[config.mk]
export PLATFORM = sky130hd
export DESIGN_NAME = swr_supervisor
export DESIGN_NICKNAME = d
export VERILOG_FILES = /design/src/rtl/swr_pkg.sv /design/src/rtl/swr_start_det.sv /design/src/rtl/swr_cnt.sv /design/src/rtl/swr_supervisor.sv
export SDC_FILE = /design/constraint.sdc
export NUM_CORES = 1
export LEC_CHECK = 0
export BUFFER_PORTS_ARGS = -buffer_cell sky130_fd_sc_hd__buf_2
export CAP_MARGIN = 20
export CORE_MARGIN = 2
export CORE_UTILIZATION = 40
export CTS_CLUSTER_DIAMETER = 200
export DETAILED_ROUTE_END_ITERATION = 7
export SETUP_SLACK_MARGIN = 0.4
export SLEW_MARGIN = 40
export SYNTH_ARGS = -nofsm -noshare
export SYNTH_HDL_FRONTEND = slang
export SYNTH_SLANG_ARGS = --single-unit
[constraint.sdc]
create_clock -name sys_clk_i -period 3.9 [get_ports sys_clk_i]
set_input_delay 0.39 -clock sys_clk_i [delete_from_list [all_inputs] [get_ports sys_clk_i]]
set_output_delay 0.39 -clock sys_clk_i [all_outputs]
set_load 0.02 [all_outputs]
[src/rtl/swr_pkg.sv]
/*
  Shared constants for the supply supervisor and watchdog reset block:
  timing figures, control byte layout, watchdog period codes and states.
  Assumes a single 40 MHz clock and no software-visible register bus.
*/
// Notes on behaviour
// [RQ1] Reset output goes active whenever the low-supply input shows supply below threshold.
// [RQ2] After supply recovers, reset stays active 250ms more; a new low restarts it.
// [RQ3] At power-up reset is active at once and held 250ms after supply is stable.
// [RQ4] With watchdog enabled, no restart within the selected period asserts reset.
// [RQ5] SDA falling while SCL high restarts the watchdog; host must do so in time.
// [RQ6] Watchdog period is one of exactly three presets, chosen by a setting.
// [RQ7] The period setting lives in nonvolatile storage and is restored at power-up.
// [RQ8] WP high with the protect-pin enable bit set refuses all control writes.
// [RQ9] Reset pin is open drain, active low or active high per variant.
// [RQ10] The SDA input is always observed, never gated by bus state.
// [RQ11] Reset entry aborts bus transfers, blocks new ones, lets a started NV write finish.
// [RQ12] Two nonvolatile control bits set the period; host may change them unless locked.
// [RQ13] Counters run from the internal clock; watchdog reset holds the same delay.
// [RQ14] Watchdog counter is held clear while reset is active.
package swr_pkg;

  localparam int unsigned CLK_HZ        = 40_000_000;
  localparam int unsigned CLK_PER_MS    = CLK_HZ / 1000;

  // Reset stabilisation delay
  localparam int unsigned RST_DELAY_MS  = 250;

  // Watchdog presets in milliseconds
  localparam int unsigned WDT_LONG_MS   = 1400;
  localparam int unsigned WDT_MID_MS    = 600;
  localparam int unsigned WDT_SHORT_MS  = 200;

  localparam int unsigned CNT_W         = 27;

  // Control byte field positions
  localparam int unsigned PROTECT_PIN_ENABLE_BIT = 7;
  localparam int unsigned WATCHDOG_PERIOD_HIGH_BIT = 6;
  localparam int unsigned WATCHDOG_PERIOD_LOW_BIT  = 5;

  // Stored setting: {protect enable, period high, period low}
  localparam int unsigned CFG_W = 3;
  localparam logic [CFG_W-1:0] CFG_RESET = 3'h0;

  typedef enum logic [1:0] {
    SWR_WD_LONG  = 2'h0,
    SWR_WD_MID   = 2'h1,
    SWR_WD_SHORT = 2'h2,
    SWR_WD_OFF   = 2'h3
  } swr_wd_code_t;

  typedef enum logic [2:0] {
    SWR_ST_LOAD = 3'h1,
    SWR_ST_HOLD = 3'h2,
    SWR_ST_RUN  = 3'h4
  } swr_state_t;

endpackage : swr_pkg

[src/rtl/swr_start_det.sv]
/*
  Start-condition detector on the two-wire bus lines.
  Assumes SDA and SCL already synchronous to sys_clk_i.
*/
`timescale 1ns/1ps
`default_nettype none

module swr_start_det (
  input  wire logic sys_clk_i,
  input  wire logic reset_i,
  input  wire logic clk_en_i,
  input  wire logic scl_i,
  input  wire logic sda_i,
  output logic      start_o
);

  typedef struct packed {
    logic scl;
    logic sda;
  } swr_sd_state_t;

  swr_sd_state_t s_q;
  swr_sd_state_t s_d;

  always_comb begin
    s_d     = s_q;
    // SDA is sampled every cycle whatever the bus is doing [RQ10]
    s_d.scl = scl_i;
    s_d.sda = sda_i;
  end

  always_ff @(posedge sys_clk_i) begin
    if (reset_i) begin
      s_q <= '{scl: 1'b1, sda: 1'b1};
    end else if (clk_en_i) begin
      s_q <= s_d;
    end
  end

  // Falling SDA with SCL high in both samples [RQ5]
  assign start_o = clk_en_i & s_q.scl & scl_i & s_q.sda & ~sda_i;

endmodule : swr_start_det

`default_nettype wire

[src/rtl/swr_cnt.sv]
/*
  Up counter with clear and terminal flag, used for the reset delay and
  for the watchdog. Assumes limit_i is at least one.
*/
`timescale 1ns/1ps
`default_nettype none

module swr_cnt (
  input  wire logic                     sys_clk_i,
  input  wire logic                     reset_i,
  input  wire logic                     clk_en_i,
  input  wire logic                     clear_i,
  input  wire logic                     run_i,
  input  wire logic [swr_pkg::CNT_W-1:0] limit_i,
  output logic                          done_o
);

  typedef struct packed {
    logic [swr_pkg::CNT_W-1:0] cnt;
  } swr_cnt_state_t;

  swr_cnt_state_t s_q;
  swr_cnt_state_t s_d;

  always_comb begin
    s_d = s_q;
    if (clear_i) begin
      s_d.cnt = '0;
    end else if (run_i && (s_q.cnt < limit_i)) begin
      s_d.cnt = s_q.cnt + 1'b1;
    end
  end

  always_ff @(posedge sys_clk_i) begin
    if (reset_i) begin
      s_q <= '0;
    end else if (clk_en_i) begin
      s_q <= s_d;
    end
  end

  assign done_o = (s_q.cnt >= limit_i);

endmodule : swr_cnt

`default_nettype wire

[src/rtl/swr_supervisor.sv]
/*
  Supply supervisor with watchdog reset and the stored watchdog setting.
  Assumes low_supply_i comes from a comparator already synchronous to the
  clock, that the nonvolatile cells sit outside and present their content
  on nv_cfg_i, and that a bus front end hands control byte writes in on
  cfg_wr_i. reset_i is the power-on reset of the internal logic.
*/
`timescale 1ns/1ps
`default_nettype none

module swr_supervisor #(
  parameter bit                     RST_ACTIVE_HIGH = 1'b0,
  parameter logic [swr_pkg::CNT_W-1:0] RST_DELAY_CYC =
    swr_pkg::CNT_W'(swr_pkg::RST_DELAY_MS * swr_pkg::CLK_PER_MS),
  parameter logic [swr_pkg::CNT_W-1:0] WDT_LONG_CYC =
    swr_pkg::CNT_W'(swr_pkg::WDT_LONG_MS * swr_pkg::CLK_PER_MS),
  parameter logic [swr_pkg::CNT_W-1:0] WDT_MID_CYC =
    swr_pkg::CNT_W'(swr_pkg::WDT_MID_MS * swr_pkg::CLK_PER_MS),
  parameter logic [swr_pkg::CNT_W-1:0] WDT_SHORT_CYC =
    swr_pkg::CNT_W'(swr_pkg::WDT_SHORT_MS * swr_pkg::CLK_PER_MS)
) (
  input  wire logic                     sys_clk_i,
  input  wire logic                     reset_i,
  input  wire logic                     clk_en_i,
  input  wire logic                     low_supply_i,
  input  wire logic                     scl_i,
  input  wire logic                     sda_i,
  input  wire logic                     wp_i,
  input  wire logic                     cfg_wr_i,
  input  wire logic [7:0]               cfg_wr_data_i,
  input  wire logic [swr_pkg::CFG_W-1:0] nv_cfg_i,
  input  wire logic                     nv_busy_i,
  output logic                          cfg_wr_ack_o,
  output logic                          cfg_wr_nak_o,
  output logic                          nv_wr_o,
  output logic [swr_pkg::CFG_W-1:0]     nv_wr_data_o,
  output logic [swr_pkg::CFG_W-1:0]     cfg_o,
  output logic                          bus_enable_o,
  output logic                          xfer_abort_o,
  output logic                          rst_active_o,
  output logic                          rst_pin_o,
  output logic                          rst_pin_oe_n_o
);

  typedef struct packed {
    swr_pkg::swr_state_t          state;
    logic [swr_pkg::CFG_W-1:0]    cfg;
    logic                         ack;
    logic                         nak;
    logic                         nv_wr;
    logic [swr_pkg::CFG_W-1:0]    nv_data;
    logic                         abort;
  } swr_top_state_t;

  swr_top_state_t s_q;
  swr_top_state_t s_d;

  logic                      start_pulse;
  logic                      delay_done;
  logic                      wdt_done;
  logic                      wdt_enabled;
  logic                      wr_locked;
  logic                      in_reset;
  logic [swr_pkg::CNT_W-1:0] wdt_limit;
  swr_pkg::swr_wd_code_t     wd_code;

  assign in_reset = (s_q.state != swr_pkg::SWR_ST_RUN);

  // Period comes from the two stored control bits [RQ12]
  assign wd_code = swr_pkg::swr_wd_code_t'({
                     s_q.cfg[1], s_q.cfg[0]});

  always_comb begin
    // Exactly three presets plus off, no continuous trim [RQ6]
    case (wd_code)
      swr_pkg::SWR_WD_LONG:  wdt_limit = WDT_LONG_CYC;
      swr_pkg::SWR_WD_MID:   wdt_limit = WDT_MID_CYC;
      swr_pkg::SWR_WD_SHORT: wdt_limit = WDT_SHORT_CYC;
      default:               wdt_limit = WDT_LONG_CYC;
    endcase
  end

  assign wdt_enabled = (wd_code != swr_pkg::SWR_WD_OFF);

  // WP high together with the stored enable bit locks the control byte [RQ8]
  assign wr_locked = wp_i & s_q.cfg[2];

  swr_start_det u_start (
    .sys_clk_i (sys_clk_i),
    .reset_i   (reset_i),
    .clk_en_i  (clk_en_i),
    .scl_i     (scl_i),
    .sda_i     (sda_i),
    .start_o   (start_pulse)
  );

  // Delay restarts on every low-supply sample and only runs in hold [RQ2] [RQ13]
  swr_cnt u_delay (
    .sys_clk_i (sys_clk_i),
    .reset_i   (reset_i),
    .clk_en_i  (clk_en_i),
    .clear_i   (low_supply_i | (s_q.state != swr_pkg::SWR_ST_HOLD)),
    .run_i     (1'b1),
    .limit_i   (RST_DELAY_CYC),
    .done_o    (delay_done)
  );

  // Held clear during reset, restarted by a start condition [RQ14] [RQ5]
  swr_cnt u_wdt (
    .sys_clk_i (sys_clk_i),
    .reset_i   (reset_i),
    .clk_en_i  (clk_en_i),
    .clear_i   (in_reset | start_pulse | ~wdt_enabled),
    .run_i     (1'b1),
    .limit_i   (wdt_limit),
    .done_o    (wdt_done)
  );

  always_comb begin
    s_d       = s_q;
    s_d.ack   = 1'b0;
    s_d.nak   = 1'b0;
    s_d.nv_wr = 1'b0;
    s_d.abort = 1'b0;
    case (s_q.state)
      swr_pkg::SWR_ST_LOAD: begin
        // Setting restored from the nonvolatile cells after power-up [RQ7]
        s_d.cfg   = nv_cfg_i;
        s_d.state = swr_pkg::SWR_ST_HOLD;
        // Reset is still active here, so a write must be answered with a refusal [RQ11]
        if (cfg_wr_i) begin
          s_d.nak = 1'b1;
        end
      end
      swr_pkg::SWR_ST_HOLD: begin
        // Active from power-up until supply good for the full delay [RQ3] [RQ1]
        if (!low_supply_i && delay_done) begin
          s_d.state = swr_pkg::SWR_ST_RUN;
        end
        // Writes refused while reset is active [RQ11]
        if (cfg_wr_i) begin
          s_d.nak = 1'b1;
        end
      end
      swr_pkg::SWR_ST_RUN: begin
        if (low_supply_i || (wdt_enabled && wdt_done)) begin
          // Enter reset, cut off the transfer; a pending NV write is not touched [RQ1] [RQ4] [RQ11]
          s_d.state = swr_pkg::SWR_ST_HOLD;
          s_d.abort = 1'b1;
          s_d.nak   = cfg_wr_i;
        end else if (cfg_wr_i) begin
          if (wr_locked || nv_busy_i) begin
            s_d.nak = 1'b1; // [RQ8]
          end else begin
            s_d.cfg     = {cfg_wr_data_i[swr_pkg::PROTECT_PIN_ENABLE_BIT],
                           cfg_wr_data_i[swr_pkg::WATCHDOG_PERIOD_HIGH_BIT],
                           cfg_wr_data_i[swr_pkg::WATCHDOG_PERIOD_LOW_BIT]};
            s_d.nv_data = s_d.cfg;
            s_d.nv_wr   = 1'b1; // [RQ7] [RQ12]
            s_d.ack     = 1'b1;
          end
        end
      end
      default: begin
        s_d.state = swr_pkg::SWR_ST_LOAD;
      end
    endcase
  end

  always_ff @(posedge sys_clk_i) begin
    if (reset_i) begin
      s_q <= '{state:   swr_pkg::SWR_ST_LOAD,
               cfg:     swr_pkg::CFG_RESET,
               ack:     1'b0,
               nak:     1'b0,
               nv_wr:   1'b0,
               nv_data: swr_pkg::CFG_RESET,
               abort:   1'b0};
    end else if (clk_en_i) begin
      s_q <= s_d;
    end
  end

  assign cfg_wr_ack_o = s_q.ack;
  assign cfg_wr_nak_o = s_q.nak;
  assign nv_wr_o      = s_q.nv_wr;
  assign nv_wr_data_o = s_q.nv_data;
  assign cfg_o        = s_q.cfg;
  assign bus_enable_o = ~in_reset; // [RQ11]
  assign xfer_abort_o = s_q.abort;
  assign rst_active_o = in_reset;

  // Open drain: only ever pulls low; polarity fixed by variant [RQ9]
  assign rst_pin_o      = 1'b0;
  assign rst_pin_oe_n_o = RST_ACTIVE_HIGH ? in_reset : ~in_reset;

endmodule : swr_supervisor

`default_nettype wire

==> metrics.cfg, run 1 <==
[logic_synthesis]
synth_most_common_cell=dfxtp_1
netlist_area_um2=3720
synth_common_cells=dfxtp_1, a21oi_1, nor2_1
synth.distinct_cells=56
yosys.area.top_type=dfxtp_1
synth_edf_count=0
ys.warnings.count=0
ys_ff_latch=68
synth_ff_type=dfxtp_1
synthCells=450
ys_seq_area_frac=0.366
synthArstFlopShare=0
synth_area_leaders=dfxtp_1, a21oi_1, or3_1
synth.top_cell.area_share=0.366
syn_avg_cell_area_um2=8.27
synth_nets=482

[detailed_routing]
wl_per_cell_um=12.8
ant_nets=0
wl_mm=7.44
dr_total_vias=3100
firstDrtPassIters=4
drt_iter0_drc=84
drt-vias-per-instance=5.35
drc=0

[cts]
cts_tree=done
cts_hold_buf=0
cts_buffers=9
cts-root-buf=clkbuf_8
clock_sinks=68
cts.path.max_buffers=2
clkTransAtPathRegs_ps=70
ctsHtreeMaxLevel=3
clock_latency_ps=340

[sta]
setup_viol=0
period_needed_ps=3220
hold_viol=0
min_period_over_period=0.826
rsz0062_at_grt=no
hold_slack_ps=260
setup_ws_ps=677
fmax_mhz=310
tns_ps=0
maxSlewHeadroom=0.476
worst_pin_slew_ps=784
fin_worst_skew_ps=6.64
maxSlewViolCount=0

[cells_and_area]
multi_input_area_um2=2100
final_cell_count_no_fill=579
regArea_um2=1360
layout.nets=495
fin_util=0.446
num_antenna_cells=0
fillerInstances=949
drive_above_1_share=0.122
area_growth_pct=9.32

[floorplanning]
fp.dieW_um=100
core_area_um2=9110
dieArea_um2=10100
ios=34
rows=35
die_y_um=100
start_util=0.408

[flow_run]
drv_cap=0

[pwr]
power_density_nw_per_um2=346
vdd_drop_max_mv=0.165
p_leak_nw=1.35

[global_route]
grt-ovfl-total=0
grt_pass1_vias=2816
grt_pass1_wl_mm=12.8
track_usage=0.157
grt_max_degree=30
antenna_found_initial=0

[critical_path]
critPathMaxFanout=21
cp_data_required_time_ps=4110
cp.arrival_ps=3430
end_kind=flop
setup.worst_path.start_class=flop
regToRegSetupSlack_ps=680
critical_path_class=reg -> reg

[place]
gp_congestion=0.753
dp_slack_ps=475
dp_cells=562
place_hpwl_mm=5.13
io_buffer_count=27

[status]
status=completed

[worst_hold_path]
hold_class=in -> reg

-- state kept, by name, indices dropped and copies added (netlist names) --
signal / flops
u_delay.s_q: 27
u_wdt.s_q: 27
cfg_o: 3
nv_wr_data_o: 3
s_q: 3
u_start.s_q: 2
cfg_wr_ack_o: 1
cfg_wr_nak_o: 1
xfer_abort_o: 1
-- cells in the final DEF, fill, tap and decap left out, types with 3 or more instances in the layout --
| cell type | instances |
|---|---|
| nor2b_1 | 3 |
| a21o_1 | 3 |
| nand3_1 | 16 |
| o21ai_1 | 8 |
| mux2i_1 | 6 |
| a22oi_1 | 4 |
| and2_1 | 4 |
| nand2b_1 | 9 |
| xnor2_1 | 15 |
| nor4_1 | 4 |
| xor2_1 | 6 |
| dfxtp_1 | 67 |
| or3_1 | 27 |
| o211ai_1 | 3 |
| a21oi_1 | 43 |
| o21ai_0 | 22 |
| nor3_1 | 10 |
| nand2_1 | 23 |
| a211oi_1 | 7 |
| o31ai_1 | 5 |
| clkbuf_8 | 11 |
| nor2_1 | 38 |
| ha_1 | 12 |
| buf_2 | 27 |
| and4_1 | 3 |
| and3_1 | 3 |
| or4_1 | 7 |
| inv_1 | 29 |
| nand4_1 | 10 |
-- power breakdown --
| part | total [mW] | switching [mW] | internal (mW) |
|---|---|---|---|
| registers | 0.712 | 0.00892 | 0.703 |
| logic | 0.0967 | 0.0602 | 0.0365 |
| clock network | 0.597 | 0.266 | 0.331 |
| total | 1.41 | 0.335 | 1.07 |
-- routing by layer --
layer,routed length [um],GRT usage,vias to the layer above
met5,0,0,-
met4,53,0.0411,0
met3,203,0.0467,7
met2,3430,0.255,22
met1,3750,0.204,1434
li1,-,-,1637
-- worst max-delay path, cell delays in order (launching register included) --
cell,delay [ps]
dfxtp_2,370
inv_1,70
ha_1,350
inv_1,120
ha_1,330
nand4b_1,120
or4b_1,520
and2_4,220
o311ai_4,710
or3_1,200
a21oi_1,60
-- kinds of logic after synthesis --
logic type | count (synthesis) | synth area share
simple gates | 170 | 0.249
compound gates | 116 | 0.206
other cells | 1 | 0.00101
mux | 6 | 0.0161
xor+xnor | 21 | 0.0494
buf+inv | 56 | 0.0716
flops | 68 | 0.366
fa+ha+maj | 12 | 0.0404
-- layout make-up --
| type | instances | share of cell area |
|---|---|---|
| repair buffers | 29 | 0.0369 |
| inverters | 29 | 0.0268 |
| flip-flops and latches | 68 | 0.335 |
| clock inverters | 3 | 0.0111 |
| multi-input cells | 326 | 0.517 |
| clock buffers | 13 | 0.0391 |
| well taps | 111 | 0.0342 |
-- what timing repair did --
action / in CTS / in global routing
setup endpoints to repair: 0 / 27
setup buffers: 0 / 1
gates resized for setup: 0 / 2
-- path summary, 6_finish.rpt --
path	startpoint	endpoint	cells after the start
setup / recovery	cfg_o[0]$_SDFFE_PP0P_	u_wdt.s_q[7]$_SDFFE_PP0P_	10
hold / removal	sda_i	u_start.s_q[0]$_SDFFE_PP1P_	2
setup reg to reg	cfg_o[0]$_SDFFE_PP0P_	u_wdt.s_q[7]$_SDFFE_PP0P_	10
hold reg to reg	u_delay.s_q[26]$_SDFFE_PP0P_	u_delay.s_q[26]$_SDFFE_PP0P_	2
-- metrics by stage --
stage | cell area (um^2) | power (mW)
global placement | 3840 | 0.822
detailed placement | 3850 | 0.824
CTS | 4050 | 1.43
floorplan | 3720 | 0.801
global route | 4070 | 1.47
finish | 4070 | 1.41
Power figures use the tool's default switching activity.
==> inputs of run 2 (changes only) <==
clock period = 3.4 ns   (was 3.9 ns; I/O delays follow)
==> run 2 against run 1 <==
Clock power shrank 2%; register-to-register slack lost 150 ps; clock skew grew 1.1 ps; sequential share of layout area shrank 1.6 points; total power grew 9.1%; fmax grew 12%; routed wire length grew 11%; cell count grew 3.3%; utilization grew 2.3 points; critical endpoint is now u_wdt.s_q[23]$_SDFFE_PP0P_.
==> metrics.cfg, run 2 (synthesis gave the netlist of run 1 again) <==
[floorplanning]
core_area_um2=9110
fp.dieW_um=100
dieArea_um2=10100
rows=35
die_y_um=100
start_util=0.408
ios=34

[cells_and_area]
regArea_um2=1360
fin_area_um2=4280
layout.nets=514
num_antenna_cells=0
area_growth_pct=15.1
final_cell_count_no_fill=598
drive_above_1_share=0.177
mostFrequentLayoutCells=dfxtp_1, a21oi_1, nor2_1
mostFrequentLayoutCell=dfxtp_1
fillerInstances=920
multi_input_area_um2=2200
reg_top3=u_delay.s_q (27), u_wdt.s_q (27)

[cts]
ctsHtreeMaxLevel=3
clock_sinks=68
cts_tree=done
cts.path.max_buffers=2
cts_buffers=9
clock_latency_ps=340
cts-root-buf=clkbuf_8
clkTransAtPathRegs_ps=70

[place]
place_hpwl_mm=5.36
dp_cells=568
gp_congestion=0.749
io_buffer_count=27
placed_area_um2=3890

[sta]
fmax_mhz=348
fin_worst_skew_ps=7.72
maxSlewHeadroom=0.541
rsz0062_at_grt=yes
min_period_over_period=0.844
tns_ps=0
period_needed_ps=2870
hold_viol=0
worst_pin_slew_ps=689
maxSlewViolCount=0
setup_viol=0

[critical_path]
cp_slowest_cell=or4_4
worstSetupStartpoint=cfg_o[0]$_SDFFE_PP0P_
r2r_start=cfg_o[0]$_SDFFE_PP0P_
end_kind=flop
crit_top_cell=ha_4
cp.arrival_ps=3140
slowest_delay_ps=410
setup.worst_path.start_class=flop
regToRegEndpoint=u_wdt.s_q[23]$_SDFFE_PP0P_
regToRegSetupSlack_ps=530
cp_top_family=compound AO/OA/AOI/OAI gates
critical_path_class=reg -> reg
cp_data_required_time_ps=3670
path_cells=inv_2 -> ha_4 -> inv_4 -> ha_4 -> a311o_1 -> a31oi_1 -> o31a_1 -> and3_4 -> o311ai_4 -> buf_4 -> buf_12 -> or4_4 -> a21oi_2
path_depth=13
critPathMaxFanout=6
crit_path_end=u_wdt.s_q[23]$_SDFFE_PP0P_
path_buf_inv=4
reg2regPathDepth=13

[pwr]
total_power_mw=1.53
p_leak_nw=1.43
power_density_nw_per_um2=358
vdd_drop_max_mv=0.243

[global_route]
grt-ovfl-total=0
grt_pass1_vias=3037
track_usage=0.172
grt_max_degree=32
antenna_found_initial=0
grt_pass1_wl_mm=14.2

[detailed_routing]
wl_mm=8.23
drt-vias-per-instance=5.53
ant_nets=0
dr_total_vias=3304
wl_per_cell_um=13.8
firstDrtPassIters=5
drt_iter0_drc=121
drc=0

[status]
status=completed

[flow_run]
drv_cap=0

[worst_hold_path]
hold_class=in -> reg

run 2: per-stage QoR:
stage               setup WS, ps  utilization  hold WS (ps)
floorplan                    403            -           408
global placement             191        0.427           415
detailed placement           172        0.427           424
CTS                          368        0.461           203
global route                 390        0.470           211
finish                       530        0.470           213
run 2: repair_timing:
action / 4_1_cts / 5_1_grt
setup buffers: 6 / 6
gates cloned: 2 / 0
hold buffers: 0 / 0
pin swaps: 5 / 7
gates resized for setup: 7 / 10
endpoints found under the setup margin: 28 / 29
run 2: where the power goes:
part / total (mW) / switching (mW) / internal [mW]
clock: 0.587 / 0.305 / 0.283
sequential: 0.816 / 0.00906 / 0.807
combinational: 0.131 / 0.0777 / 0.0536
total: 1.53 / 0.392 / 1.14
run 2: cell type report:
cell class                      count  share of cell area
Timing Repair Buffer               46              0.0687
Sequential cell                    68               0.319
Inverter                           29              0.0260
Clock inverter                      4             0.00585
Multi-Input combinational cell    328               0.514
Tap cell                          111              0.0324
Clock buffer                       12              0.0339
run 2: worst min-delay path by stage:
stage	start	slack [ps]	depth (start not counted)	endpoint
finish	sda_i	210	2	u_start.s_q[0]$_SDFFE_PP1P_
global route	sda_i	210	2	u_start.s_q[0]$_SDFFE_PP1P_
CTS	sda_i	200	2	u_start.s_q[0]$_SDFFE_PP1P_
detailed placement	u_delay.s_q[24]$_SDFFE_PP0P_	420	2	u_delay.s_q[24]$_SDFFE_PP0P_
global placement	u_delay.s_q[26]$_SDFFE_PP0P_	410	2	u_delay.s_q[26]$_SDFFE_PP0P_
floorplan	u_delay.s_q[26]$_SDFFE_PP0P_	410	2	u_delay.s_q[26]$_SDFFE_PP0P_
run 2: layer usage:
layer / part of all wire / up-vias / wire [um] / GRT usage
li1: - / 1679 / - / -
met1: 0.46 / 1576 / 3810 / 0.228
met2: 0.49 / 40 / 4040 / 0.282
met3: 0.034 / 9 / 283 / 0.0397
met4: 0.011 / 0 / 89 / 0.0485
met5: 0 / - / 0 / 0
==> inputs of run 3 (changes only) <==
clock period = 2.5 ns   (was 3.4 ns; I/O delays follow)
==> run 3 against run 2 <==
The flow now finishes with violations (negative setup slack); utilization increased by 4.0 points; combinational power rose by 50%; total power grew 58%; design area up 8.5%; register-to-register slack lost 880 ps; highest routed layer unchanged; first-iteration DRC count fell by 35%; global-route usage down 0.42 points; critical path depth unchanged; clock skew increased by 2.2 ps; critical endpoint is now u_wdt.s_q[18]$_SDFFE_PP0P_; die area stayed put; clock power rose by 89%; sequential power up 36%.
==> metrics.cfg, run 3 (synthesis gave the netlist of run 1 again) <==
[status]
status=finished with violations
violations=negative setup slack

[pwr]
p_int_mw=1.87
pwr-share-seq=0.458
switching_share=0.226
power_density_nw_per_um2=520
vdd_drop_max_mv=0.292
p_comb_frac=0.081
p_sw_mw=0.547
total_power_mw=2.42
p_leak_nw=1.63
p_clk_frac=0.461

[cts]
cts_tree=done
cts-root-buf=clkbuf_8
clock_latency_ps=350
cts_buffers=9
cts.path.max_buffers=2
clock_sinks=68
ctsHtreeMaxLevel=3
clkTransAtPathRegs_ps=70

[cells_and_area]
final_cell_count_no_fill=621
mostFrequentLayoutCells=dfxtp_1, nor2_1, a21oi_1
drive_above_1_share=0.269
area_growth_pct=24.9
reg_top3=u_delay.s_q (27), u_wdt.s_q (27)
layout.nets=537
fin_area_um2=4650
mostFrequentLayoutCell=dfxtp_1
num_antenna_cells=0

[place]
dp_slack_ps=-329
io_buffer_count=27
placed_area_um2=4150
dp_cells=593
gp_congestion=0.748
place_hpwl_mm=5.72

[global_route]
antenna_found_initial=0
grt_pass1_vias=3092
grt-ovfl-total=0
grt_pass1_wl_mm=13.8
grt_max_degree=27
track_usage=0.168

[sta]
rsz0062_at_grt=yes
fin_worst_skew_ps=9.95
setup_viol=34
worst_pin_slew_ps=747
min_period_over_period=1.14
maxSlewHeadroom=0.501
hold_slack_ps=135
fmax_mhz=351
hold_viol=0
setup_ws_ps=-348
maxSlewViolCount=0
period_needed_ps=2850

[floorplanning]
rows=35
start_util=0.408
core_area_um2=9110
fp.dieW_um=100
dieArea_um2=10100
die_y_um=100
ios=34

[critical_path]
critical_path_class=reg -> reg
cp_data_required_time_ps=2770
cp_slowest_cell=or3_1
slowest_delay_ps=360
path_cells=inv_2 -> ha_4 -> inv_4 -> ha_4 -> a311o_1 -> a31oi_1 -> o31a_1 -> and3_4 -> o311ai_4 -> buf_6 -> buf_6 -> or3_1 -> a21oi_2
critPathMaxFanout=5
cp.arrival_ps=3120
setup.worst_path.start_class=flop
end_kind=flop

[detailed_routing]
highest_layer=met4
firstDrtPassIters=4
routed-wl-met3_um=179
wl_per_cell_um=13.4
wl_met2_mm=4.01
wl_mm=8.31
wl_met1_mm=3.99
drt_iter0_drc=79
drt-vias-per-instance=5.38
drc=0
ant_nets=0
dr_total_vias=3344

[worst_hold_path]
hold_class=in -> reg

[flow_run]
drv_cap=0

[run 3: cell count changes in the layout (fill, tap and decap cells not counted), moves of 5 or more]
cell,change
o21ai_2,+5
buf_6,+7
buf_4,+18
dfxtp_1,-5
[run 3: path summary, 6_finish.rpt]
kind | startpoint | to | slack, ps | cells after the start
hold / removal | sda_i | u_start.s_q[0]$_SDFFE_PP1P_ | 140 | 2
setup reg to reg | cfg_o[0]$_SDFFE_PP0P_ | u_wdt.s_q[18]$_SDFFE_PP0P_ | -350 | 13
hold reg to reg | u_delay.s_q[26]$_SDFFE_PP0P_ | u_delay.s_q[26]$_SDFFE_PP0P_ | 440 | 2
setup / recovery | cfg_o[0]$_SDFFE_PP0P_ | u_wdt.s_q[18]$_SDFFE_PP0P_ | -350 | 13
[run 3: timing repair]
action	CTS	global route
pin swaps	14	19
hold endpoints to repair	0	0
cloned	1	1
gates resized for setup	20	28
buffers inserted	2	8
endpoints found under the setup margin	42	53
hold buffers	0	0
[run 3: metrics by stage]
stage	TNS, ps	utilization
3_5_place_dp	-7420	0.455
5_1_grt	-12710	0.510
6_report	-7550	0.510
2_1_floorplan	-3730	-
4_1_cts	-7010	0.493
3_3_place_gp	-5430	0.455
[run 3: area by class of cell]
type	instances	area, um^2
flip-flops and latches	68	1380
fillers	872	4460
multi-input cells	326	2260
clock buffers	10	138
repair buffers	71	508
inverters	29	111
well taps	111	139
clock inverters	6	111
[run 3: critical path, delay by kind of cell (launching register included)]
kind	cells	cell delay (ps)
flip-flops	1	340
buffers and inverters	4	370
adder cells (fa/ha/maj)	2	470
AND/OR/NAND/NOR	2	640
AO/OA/AOI/OAI	5	950
[run 3: power by group through the flow]
| stage | Sequential [mW] | Clock (mW) | Combinational [mW] |
|---|---|---|---|
| 2_1_floorplan | 1.14 | 0 | 0.128 |
| 3_3_place_gp | 1.13 | 0 | 0.186 |
| 3_5_place_dp | 1.14 | 0 | 0.189 |
| 4_1_cts | 1.11 | 1.15 | 0.194 |
| 5_1_grt | 1.11 | 1.19 | 0.217 |
| 6_report | 1.11 | 1.11 | 0.196 |
[run 3: layer usage]
metal | vias up | track usage
met5 | - | 0
met4 | 0 | 0.0611
met3 | 12 | 0.0355
met2 | 34 | 0.272
met1 | 1580 | 0.221
li1 | 1718 | -
